<file path="src/design/atc_timer_regs.svh">
`ifndef ATC_TIMER_REGS_SVH
`define ATC_TIMER_REGS_SVH

// Register byte addresses on the bus
`define ATC_OFS_CONTROL_A 12'h0b0
`define ATC_OFS_CONTROL_B 12'h0b4
`define ATC_OFS_COUNT 12'h0b8
`define ATC_OFS_COMPARE_A 12'h0bc
`define ATC_OFS_COMPARE_B 12'h0c0
`define ATC_OFS_ASYNC_STATUS 12'h0c4
`define ATC_OFS_GENERAL_CTRL 12'h0c8
`define ATC_OFS_FLAGS 12'h0cc
`define ATC_OFS_IRQ_ENABLE 12'h0d0

// Holding register slots, also busy bit positions in the status register
`define ATC_SLOT_CONTROL_B 0
`define ATC_SLOT_CONTROL_A 1
`define ATC_SLOT_COMPARE_B 2
`define ATC_SLOT_COMPARE_A 3
`define ATC_SLOT_COUNT 4
`define ATC_SLOTS 5

// Field positions
`define ATC_STAT_ASYNC_SELECT 5
`define ATC_GEN_PRESCALER_RESET 1
`define ATC_FLAG_OVERFLOW 0
`define ATC_FLAG_COMPARE_A 1
`define ATC_FLAG_COMPARE_B 2
`define ATC_CTRL_A_CMP_A_MODE 7:6
`define ATC_CTRL_A_CMP_B_MODE 5:4
`define ATC_CTRL_A_WAVE_LOW 1:0
`define ATC_CTRL_B_CLOCK_SELECT 2:0

// Reset values and writable masks
`define ATC_REG_RESET 8'h00
`define ATC_CTRL_A_RW_MASK 8'hf3
`define ATC_CTRL_B_RW_MASK 8'h07
`define ATC_WAVE_CTC 2'h2

// Timing counts
`define ATC_XFER_EDGES 2'h2
`define ATC_FLAG_SYNC_CYCLES 3

`endif

</file>
<file path="src/design/atc_timer_pkg.sv">
package atc_timer_pkg;

	typedef struct packed {
		logic psel;
		logic penable;
		logic pwrite;
		logic [11:0] paddr;
		logic [31:0] pwdata;
	} atc_apb_req_type;

	typedef struct packed {
		logic [31:0] prdata;
		logic pready;
		logic pslverr;
	} atc_apb_rsp_type;

	typedef enum logic [6:0] {
		ATC_ACTIVE = 7'h01,
		ATC_IDLE = 7'h02,
		ATC_NOISE_RED = 7'h04,
		ATC_POWER_SAVE = 7'h08,
		ATC_POWER_DOWN = 7'h10,
		ATC_STANDBY = 7'h20,
		ATC_EXT_STANDBY = 7'h40
	} atc_sleep_type;

	typedef struct packed {
		logic [2:0] osc_sync;
		logic [4:0][7:0] dest;
		logic [4:0][7:0] hold;
		logic [4:0] busy;
		logic [4:0][1:0] edge_cnt;
		logic async_select;
		logic [9:0] presc;
		logic [7:0] count_copy;
		logic [2:0] flag_pend;
		logic [2:0][2:0] flag_pipe;
		logic [2:0] flags;
		logic [2:0] irq_en;
		logic [1:0] pins;
		logic wake;
		logic [31:0] prdata;
		logic pslverr;
		logic lost_sleep;
	} atc_state_type;

endpackage

</file>
<file path="src/design/atc_async_timer.sv">
// Local design decision: the APB slave port.
`timescale 1ns/1ps
`include "atc_timer_regs.svh"
// Function
// RULE1: Timer tick is a clock enable; async mode uses oscillator edges instead.
// RULE2: Clock defaults to system clock; async select uses oscillator pin, detaches pins.
// RULE3: Prescaler gives stop, undivided, /8, /32, /64, /128, /256, /1024.
// RULE4: Prescaler reset bit clears prescaler to a known phase.
// RULE5: Writes to count, compares, controls land after two oscillator edges.
// RULE6: Five separate holding registers; writes never disturb other pending transfers.
// RULE7: Status register shows a busy flag per holding register until transferred.
// RULE8: Software waits for busy clear before rewriting the same register.
// RULE9: Compare match suppressed while count or compare write pending.
// RULE10: CPU clock must exceed four times the oscillator frequency.
// RULE11: Switching clock source may corrupt counter, compare and control registers.
// RULE12: Software follows the safe clock-source switch sequence.
// RULE13: Software waits for pending writes before power-save or noise-reduction sleep.
// RULE14: Re-entering sleep within same oscillator cycle fires wake-up again.
// RULE15: Oscillator runs in all sleep states except power-down and standby.
// RULE16: Timer registers are lost after waking from power-down or standby.
// RULE17: Wake-up begins on the timer clock cycle after the interrupt condition.
// RULE18: Counter read through synchronized copy updated on each oscillator rising edge.
// RULE19: Software confirms a busy flag clear before reading counter after wake-up.
// RULE20: Interrupt flags reach CPU three cycles plus one timer cycle later.
// RULE21: Compare output pins change on the timer tick, unsynchronized.
// RULE22: Control A: compare A mode 7:6, compare B mode 5:4, waveform 1:0.
// RULE23: Control A reserved bits always read zero.
// RULE24: Busy flag set by the loading write, held until transfer completes.
module atc_async_timer
	import atc_timer_pkg::*;
(
	input wire logic clk,
	input wire logic arst_n,
	input wire atc_apb_req_type apb_req,
	output atc_apb_rsp_type apb_rsp,
	input wire logic osc_input_pin,
	input wire atc_sleep_type sleep_mode,
	output logic osc_pins_detached,
	output logic osc_run,
	output logic timer_tick_enable,
	output logic [1:0] compare_output_pins,
	output logic [1:0] compare_pins_connected,
	output logic wake_request
);

	atc_state_type st;
	atc_state_type next_st;

	logic osc_rise;
	logic timer_source_clock;
	logic [3:0] sel_index;
	logic bus_setup;
	logic bus_write;
	logic compare_a_hit;
	logic compare_b_hit;
	logic overflow_hit;
	logic [2:0] clear_mask;
	logic [2:0] events;
	logic in_deep_sleep;

	// Shared address decode: slot code 0 to 4, register code 5 to 8, or 4'hf when unmapped
	function automatic logic [3:0] atc_decode(input logic [11:0] addr);
		case (addr)
			`ATC_OFS_CONTROL_B: atc_decode = 4'h0;
			`ATC_OFS_CONTROL_A: atc_decode = 4'h1;
			`ATC_OFS_COMPARE_B: atc_decode = 4'h2;
			`ATC_OFS_COMPARE_A: atc_decode = 4'h3;
			`ATC_OFS_COUNT: atc_decode = 4'h4;
			`ATC_OFS_ASYNC_STATUS: atc_decode = 4'h5;
			`ATC_OFS_GENERAL_CTRL: atc_decode = 4'h6;
			`ATC_OFS_FLAGS: atc_decode = 4'h7;
			`ATC_OFS_IRQ_ENABLE: atc_decode = 4'h8;
			default: atc_decode = 4'hf;
		endcase
	endfunction

	// RULE3 prescaler taps
	function automatic logic atc_tick(input logic [2:0] sel, input logic [9:0] presc,
		input logic src);
		case (sel)
			3'h1: atc_tick = src;
			3'h2: atc_tick = src & (&presc[2:0]);
			3'h3: atc_tick = src & (&presc[4:0]);
			3'h4: atc_tick = src & (&presc[5:0]);
			3'h5: atc_tick = src & (&presc[6:0]);
			3'h6: atc_tick = src & (&presc[7:0]);
			3'h7: atc_tick = src & (&presc[9:0]);
			default: atc_tick = 1'b0;
		endcase
	endfunction

	// Writable bits per slot; reserved ones stay zero
	function automatic logic [7:0] atc_mask(input int slot);
		case (slot)
			`ATC_SLOT_CONTROL_A: atc_mask = `ATC_CTRL_A_RW_MASK;
			`ATC_SLOT_CONTROL_B: atc_mask = `ATC_CTRL_B_RW_MASK;
			default: atc_mask = 8'hff;
		endcase
	endfunction

	// Compare output action on a match, non-PWM behaviour
	function automatic logic atc_pin(input logic [1:0] mode, input logic cur);
		case (mode)
			2'h1: atc_pin = ~cur;
			2'h2: atc_pin = 1'b0;
			2'h3: atc_pin = 1'b1;
			default: atc_pin = cur;
		endcase
	endfunction

	// Only the second and third stages are read; the first is metastability catch
	assign osc_rise = st.osc_sync[1] & ~st.osc_sync[2] & osc_run;

	// RULE15 oscillator runs only with async select set, and stops in the two deepest sleeps
	assign in_deep_sleep = (sleep_mode == ATC_POWER_DOWN) || (sleep_mode == ATC_STANDBY);
	assign osc_run = st.async_select & ~in_deep_sleep;

	// RULE1 source enable: every clock, or each oscillator edge
	assign timer_source_clock = st.async_select ? osc_rise : 1'b1;

	// RULE3 tick from prescaler and clock select
	assign timer_tick_enable = atc_tick(st.dest[`ATC_SLOT_CONTROL_B][`ATC_CTRL_B_CLOCK_SELECT],
		st.presc, timer_source_clock);

	// RULE2 pins leave their port function in async mode
	assign osc_pins_detached = st.async_select;

	assign sel_index = atc_decode(apb_req.paddr);
	assign bus_setup = apb_req.psel & ~apb_req.penable;
	assign bus_write = apb_req.psel & apb_req.penable & apb_req.pwrite & (sel_index != 4'hf);

	// RULE9 no match while the compared values are in flight
	assign compare_a_hit = timer_tick_enable & ~st.busy[`ATC_SLOT_COUNT]
		& ~st.busy[`ATC_SLOT_COMPARE_A]
		& (st.dest[`ATC_SLOT_COUNT] == st.dest[`ATC_SLOT_COMPARE_A]);
	assign compare_b_hit = timer_tick_enable & ~st.busy[`ATC_SLOT_COUNT]
		& ~st.busy[`ATC_SLOT_COMPARE_B]
		& (st.dest[`ATC_SLOT_COUNT] == st.dest[`ATC_SLOT_COMPARE_B]);
	assign overflow_hit = timer_tick_enable & (st.dest[`ATC_SLOT_COUNT] == 8'hff);

	always_comb begin
		events = 3'h0;
		events[`ATC_FLAG_OVERFLOW] = overflow_hit;
		events[`ATC_FLAG_COMPARE_A] = compare_a_hit;
		events[`ATC_FLAG_COMPARE_B] = compare_b_hit;
		clear_mask = 3'h0;
		if (bus_write && sel_index == 4'h7) begin
			clear_mask = apb_req.pwdata[2:0];
		end
	end

	always_comb begin
		next_st = st;
		next_st.osc_sync = {st.osc_sync[1:0], osc_input_pin};

		// Prescaler advances on each source enable
		if (timer_source_clock) begin
			next_st.presc = st.presc + 10'h001;
		end

		// RULE18 counter copy follows the core on each source enable: each oscillator edge, or every clock
		if (timer_source_clock) begin
			next_st.count_copy = st.dest[`ATC_SLOT_COUNT];
		end

		// Counter advance, CTC clear on compare A
		if (timer_tick_enable) begin
			if (st.dest[`ATC_SLOT_CONTROL_A][`ATC_CTRL_A_WAVE_LOW] == `ATC_WAVE_CTC
				&& compare_a_hit) begin
				next_st.dest[`ATC_SLOT_COUNT] = 8'h00;
			end else begin
				next_st.dest[`ATC_SLOT_COUNT] = st.dest[`ATC_SLOT_COUNT] + 8'h01;
			end
		end

		// RULE21 pins move with the tick itself
		if (compare_a_hit) begin
			next_st.pins[0] = atc_pin(st.dest[`ATC_SLOT_CONTROL_A][`ATC_CTRL_A_CMP_A_MODE],
				st.pins[0]);
		end
		if (compare_b_hit) begin
			next_st.pins[1] = atc_pin(st.dest[`ATC_SLOT_CONTROL_A][`ATC_CTRL_A_CMP_B_MODE],
				st.pins[1]);
		end

		// RULE5 transfer after two source edges, per slot
		for (int i = 0; i < `ATC_SLOTS; i++) begin
			if (st.busy[i] && timer_source_clock) begin
				if (st.edge_cnt[i] == `ATC_XFER_EDGES - 2'h1) begin
					// RULE7 busy drops as the value lands
					next_st.dest[i] = st.hold[i];
					next_st.busy[i] = 1'b0;
					next_st.edge_cnt[i] = 2'h0;
				end else begin
					next_st.edge_cnt[i] = st.edge_cnt[i] + 2'h1;
				end
			end
		end

		// RULE20 one timer cycle in the pending stage, then three CPU cycles
		next_st.flag_pipe[0] = timer_source_clock ? st.flag_pend : 3'h0;
		next_st.flag_pipe[1] = st.flag_pipe[0];
		next_st.flag_pipe[2] = st.flag_pipe[1];
		if (timer_source_clock) begin
			next_st.flag_pend = events;
		end else begin
			next_st.flag_pend = st.flag_pend | events;
		end
		// Set wins over a clear in the same cycle
		next_st.flags = (st.flags & ~clear_mask) | st.flag_pipe[`ATC_FLAG_SYNC_CYCLES - 1];

		// RULE17 wake follows the flag, so the counter has moved on
		// RULE14 a level request fires again on any sleep re-entry
		next_st.wake = |(st.flags & st.irq_en);

		// RULE16 deep sleep loses the five slot registers and the counter copy
		next_st.lost_sleep = in_deep_sleep;
		if (st.lost_sleep && !in_deep_sleep) begin
			for (int i = 0; i < `ATC_SLOTS; i++) begin
				next_st.dest[i] = `ATC_REG_RESET;
				next_st.hold[i] = `ATC_REG_RESET;
			end
			next_st.count_copy = `ATC_REG_RESET;
		end

		// Register writes at the access phase
		if (bus_write) begin
			if (sel_index < 4'h5) begin
				// RULE6 each write owns only its slot
				// RULE24 loading write raises busy
				next_st.hold[sel_index[2:0]] = apb_req.pwdata[7:0] & atc_mask(int'(sel_index));
				next_st.busy[sel_index[2:0]] = 1'b1;
				next_st.edge_cnt[sel_index[2:0]] = 2'h0;
			end else if (sel_index == 4'h5) begin
				// RULE11 no protection on a source switch; software rewrites
				next_st.async_select = apb_req.pwdata[`ATC_STAT_ASYNC_SELECT];
			end else if (sel_index == 4'h6) begin
				// RULE4 prescaler restarts from zero
				if (apb_req.pwdata[`ATC_GEN_PRESCALER_RESET]) begin
					next_st.presc = 10'h000;
				end
			end else if (sel_index == 4'h8) begin
				next_st.irq_en = apb_req.pwdata[2:0];
			end
		end

		// Read data captured in the setup cycle
		next_st.pslverr = 1'b0;
		if (bus_setup) begin
			next_st.prdata = 32'h0000_0000;
			next_st.pslverr = (sel_index == 4'hf);
			case (sel_index)
				4'h0: next_st.prdata[7:0] = st.dest[`ATC_SLOT_CONTROL_B];
				// RULE22 control A layout
				// RULE23 reserved bits read zero
				4'h1: next_st.prdata[7:0] = st.dest[`ATC_SLOT_CONTROL_A] & `ATC_CTRL_A_RW_MASK;
				4'h2: next_st.prdata[7:0] = st.dest[`ATC_SLOT_COMPARE_B];
				4'h3: next_st.prdata[7:0] = st.dest[`ATC_SLOT_COMPARE_A];
				// RULE18 reads never touch the core counter
				4'h4: next_st.prdata[7:0] = st.count_copy;
				4'h5: begin
					next_st.prdata[4:0] = st.busy;
					next_st.prdata[`ATC_STAT_ASYNC_SELECT] = st.async_select;
				end
				4'h7: next_st.prdata[2:0] = st.flags;
				4'h8: next_st.prdata[2:0] = st.irq_en;
				default: next_st.prdata = 32'h0000_0000;
			endcase
		end
	end

	always_ff @(posedge clk or negedge arst_n) begin
		if (!arst_n) begin
			st <= '0;
		end else begin
			st <= next_st;
		end
	end

	// Zero wait state: access phase always completes
	assign apb_rsp.prdata = st.prdata;
	assign apb_rsp.pready = apb_req.psel & apb_req.penable;
	assign apb_rsp.pslverr = apb_req.psel & apb_req.penable & st.pslverr;

	assign compare_output_pins = st.pins;
	assign compare_pins_connected[0] =
		|st.dest[`ATC_SLOT_CONTROL_A][`ATC_CTRL_A_CMP_A_MODE];
	assign compare_pins_connected[1] =
		|st.dest[`ATC_SLOT_CONTROL_A][`ATC_CTRL_A_CMP_B_MODE];
	assign wake_request = st.wake;

endmodule // atc_async_timer

</file>
<file path="config.mk">
export PLATFORM = sky130hd
export DESIGN_NAME = atc_async_timer
export DESIGN_NICKNAME = d
export VERILOG_FILES = /design/src/design/atc_timer_pkg.sv /design/src/design/atc_async_timer.sv
export VERILOG_INCLUDE_DIRS = /design/src /design/src/design
export SDC_FILE = /design/constraint.sdc
export NUM_CORES = 1
export LEC_CHECK = 0
export BUFFER_PORTS_ARGS = -buffer_cell sky130_fd_sc_hd__buf_2
export CORE_AREA = 2 2 135 137
export DETAILED_ROUTE_END_ITERATION = 10
export DIE_AREA = 0 0 137 139
export PLACE_DENSITY = 0.57
export SLEW_MARGIN = 20
export SYNTH_ARGS = -nofsm -noshare
export SYNTH_HDL_FRONTEND = slang
export SYNTH_SLANG_ARGS = --single-unit
</file>
<file path="constraint.sdc">
create_clock -name clk -period 6.1 [get_ports clk]
set_clock_uncertainty 0.05 [all_clocks]
set_input_delay 0.61 -clock clk [delete_from_list [all_inputs] [get_ports clk]]
set_output_delay 0.61 -clock clk [all_outputs]
set_load 0.02 [all_outputs]
</file>
======== Yosys cells after proc, flatten, opt, wreduce, memory -nomap -nowiden ========
Cells that the tools add are included.
storage, ports and cells
  flip-flop bits (word level) ............. 148
  output and inout bits ................... 42
  word-level logic and storage cells ...... 230
cells by class
  add/sub/neg operators ................... 7
  order comparisons ....................... 3
  equal/unequal tests ..................... 43
  multiplexer cells ....................... 65
  bitwise gates (word level) .............. 40
  reduce and logical (&&, ||, !) cells .... 40
operators with widths
  cell                                             number
  2-to-1 mux 8 bit                                 17
  == test 12 x 8 -> 1 bit (second input constant)  9
  2-to-1 mux 80 bit                                1
  2-to-1 mux 66 bit                                1
  2-to-1 mux 55 bit                                1
  bitwise mux 40 bit                               1
  2-to-1 mux 10 bit                                4
  case mux 4 bit (9 select lines)                  1
  demux 8 bit (select 3 bit)                       1
  case mux 3 bit (8 select lines)                  1
  2-to-1 mux 2 bit                                 11
  AND 1 bit                                        20
  case mux 3 bit (6 select lines)                  1
  nonzero test 2 bit                               9
  == test 4 x 3 -> 1 bit (second input constant)   4
  == test 8 bit                                    2
  case mux 8 bit (2 select lines)                  1
  == test 2 x 1 -> 1 bit (second input constant)   7
  2-to-1 mux 1 bit                                 14
  == test 3 bit (second input constant)            4
  AND reduction 2 bit                              6
  2-to-1 mux 11 bit                                1
  inverter 1 bit                                   11
  adder 10 x 1 -> 10 bit (second input constant)   1
  41 further kinds                                 69

======== Logic depth before layout (Yosys ltp) ========
  word-level depth ........................ 20
  gate-level depth with buffers ........... 10

======== Worst setup path before layout ========
No wires, ideal clock.
  kind .................................... input to register
  start point ............................. input apb_req[34] (netlist name)
  end point ............................... register st[78] (netlist name)
  setup time .............................. 119 ps
  arrival ................................. 2409 ps
  required time ........................... 5931 ps
  setup slack ............................. 3522 ps
  cell stages on the path ................. 9
  cells stage by stage .................... buf_2 -> or2_1 -> buf_6 -> a21o_1 -> a211o_1 -> or3_1 -> buf_4 -> buf_6 -> and2_1
RTL lines
  what                  line                    RTL
  start, declared       atc_async_timer.sv:34   input wire atc_apb_req_type apb_req,
  end signal, assigned  atc_async_timer.sv:276  st <= next_st;
  end, declared         atc_async_timer.sv:46   atc_state_type st;

======== Worst setup path in the final report ========
  start point ............................. register st[63] (netlist name)
  end point ............................... output timer_tick_enable
between the ends
  cells in the longest elaborated chain, start to end .. 3
  elaborated cells on any way between the ends .. 13
  those cells by class .................... 1 x mux; 6 x bitwise; 6 x reduce/logical
RTL lines
  what                                                line                   RTL
  AND reduction 10 bit, or another cell as far along  atc_async_timer.sv:87  3'h7: atc_tick = src & (&presc[9:0]);
  AND 1 bit, or another cell as far along             atc_async_timer.sv:87
  case mux 1 bit (7 select lines) *                   atc_async_timer.sv:80  case (sel)
  end, declared                                       atc_async_timer.sv:40  output logic timer_tick_enable,
Every way passes the cells marked *; elsewhere a longest branch is shown, timed or not.

==> out/metrics.yaml <==
timing:
  setup_violations: 0
  setup_tns_ns: 0
  worstMarginPinSlew_ns: 0.9200
  finalCritPeriodShare_pct: 54.56
  holdWs_ns: 0.1251
  hold_viol_final: 0
  setup_ws_ns: 2.772
  grt_setup_unrepaired: "false"
  fin_crit_ns: 3.328
  fmax_mhz: 300.5
  relSlewSlack_pct: 38.10
  drv_slew: 0
synthesis:
  ys_warn_count: 0
  synth_area_leaders: "dfrtp_1, nand2_1, nand3_1, o21ai_0, buf_4"
  synth.avg_cell_area_um2: 9.676
  syn_area_um2: 6967
  synth.distinct_cells: 59
  ys.flop_type: "dfrtp_1"
  yosysTopAreaCellShare_pct: 51.72
  ys_seq_elements: 144
  yosysSeqAreaShare_pct: 51.72
  synth_enable_flop_cells: 0
  post_synth_inst_count: 720
  synthArstFlopShare_pct: 100.0
  yosys.area.top_type: "dfrtp_1"
  yosys-top-cells-count: "dfrtp_1, nand2_1, nand3_1, o21ai_0, buf_4"
  synth_most_common_cell: "dfrtp_1"
critical_path:
  crit_type: "reg -> out"
  path_buf_inv: 2
  critPathTopFamily: "simple AND/OR/NAND/NOR gates"
  endpoint_kind: "output pin"
  cp_data_arrival_time_ns: 2.67
  crit_path_frequent_cell: "ha_1"
  crit_required_ns: 5.44
  cp_num_cells: 9
  r2r_cells: 9
  r2r-start: "st[63]"
  crit_path_max_fanout: 9
  reg2reg_to: "compare_output_pins[1]"
  critPathLaunchType: "flip-flop"
  crit_slowest_cell: "or2_2"
  regToRegSetupSlack_ns: 3.15
  cp_slowest_stage_delay_ns: 0.46
  cp_cell_sequence: "ha_1 -> and3_1 -> ha_1 -> nor4bb_1 -> nor2_1 -> nand3_1 -> or2_2 -> inv_1 -> buf_2"
pwr:
  power_mw: 2.074
  p_leak_nw: 3.622
  ir_drop_v: 0.0002206
  power_density_nw_per_um2: 266.4
floorplanning:
  die_x_um: 137
  fp.dieH_um: 139
  pin_count: 99
  initial_utilization_pct: 39.46
  core_um2: 17660
  num_rows: 49
  dieArea_um2: 19040
placed_design:
  placed_cells: 952
  dp.final_hpwl_um: 12790
  portBuffers: 50
  pre_cts_ws_ns: 2.926
  gp_congestion: 0.9096
worst_hold_path:
  worstHoldPathType: "in -> async"
final_layout:
  drive_above_1_share_pct: 14.76
  area.growth.synth_to_final_pct: 11.78
  final_cells: 981
  diodes: 0
  layout.nets: 803
route:
  avgViaCountPerCell: 5.380
  vias: 5278
  drc: 0
  wl_per_cell_um: 18.16
  drt_wl_total_um: 17820
  drt_iter0_markers: 412
  antenna_left: 0
  drt-pass1-iter-count: 7
global_routing:
  grt_usage_pct: 19.72
  antenna_found_initial: 0
  grt.met2_usage_pct: 29.30
  grt_pass1_vias: 5119
  grt.met3_usage_pct: 4.678
  grt_remaining_overflow: 0
  grt.met1_usage_pct: 27.00
  grt_max_degree: 82
  top_usage_layer: "met2"
  grt_pass1_wl_um: 28400
clock_tree:
  clkSinkCount: 144
  ctsResizeCount: 0
  cts_buffers: 17
  holdBufCountCts: 0
  post-cts-setup-buffers: 0
  cts_max_level: 4
  cts_tree: "done"
  clk_pin_slew_ns: 0.06
  clk-insertion-delay-late_ns: 0.42
  clk_path_buf_depth: 2
  cts-root-buf: "clkbuf_16"
run_status:
  outcome: "completed"
run:
  drv_cap: 0
## sequential cells by signal (all words and copies together) (netlist names)
signal               flops
compare_output_pins      2
wake_request             1
next_st                  8
st                     124
osc_pins_detached        1
apb_rsp                  8
## how the worst max path moves through the flow
stage	slack, ns	endpoint	start
after floorplan	3.52	st[78]	apb_req[34]
after global placement	2.97	st[112]	apb_req[41]
after detailed placement	2.93	st[112]	apb_req[41]
after CTS	2.79	timer_tick_enable	st[63]
after global routing	2.58	timer_tick_enable	st[63]
final	2.77	timer_tick_enable	st[63]
## per-layer routing
metal,share of wire [%],up-vias
met5,0,-
met3,5.7,28
met4,3.1,0
li1,-,2514
met1,46,2560
met2,45,176
## placed cells by master (no fill, tap or decap), types with 5 or more instances in the layout
master,instances
nor2_1,29
nand4_1,8
a22oi_1,8
nor3_1,12
nand3_1,72
o21ai_2,9
dfrtp_1,144
inv_1,14
nand2b_1,5
buf_2,49
a31oi_1,5
and3_1,12
clkbuf_16,17
xnor2_1,19
a22o_1,8
and2_1,7
conb_1,24
nor4_1,11
xor2_1,16
a21o_1,10
a21oi_1,17
nor2b_1,7
nand2_1,102
o22ai_1,6
o21ai_0,63
## logic make-up after synthesis
logic type / count (synthesis) / share of synthesized area [%]
compound gates: 144 / 12.93
xor+xnor: 35 / 4.400
fa+ha+maj: 4 / 0.7184
buf+inv: 88 / 7.022
flops: 144 / 51.72
mux: 12 / 2.514
other cells: 1 / 0.05383
simple gates: 292 / 20.64
## cell type report
class	count	area (um2)
clock buffers	18	439.2
inverters	14	52.55
clock inverters	11	142.6
well taps	229	286.5
flip-flops and latches	144	3603
fillers	1712	9869
repair buffers	54	290.3
multi-input cells	511	2973
## power breakdown
group	switching, mW	internal [mW]
logic	0.0615	0.0168
registers	0.00295	0.959
clock network	0.390	0.644
total	0.454	1.62
## metrics by stage
stage / util, % / cell area, um2
after floorplan: - / 7053
after global placement: 40.75 / 7196
after global routing: 44.10 / 7787
after detailed placement: 40.75 / 7196
after CTS: 44.05 / 7777
final: 44.10 / 7787
(Power assumes the default switching activity.)
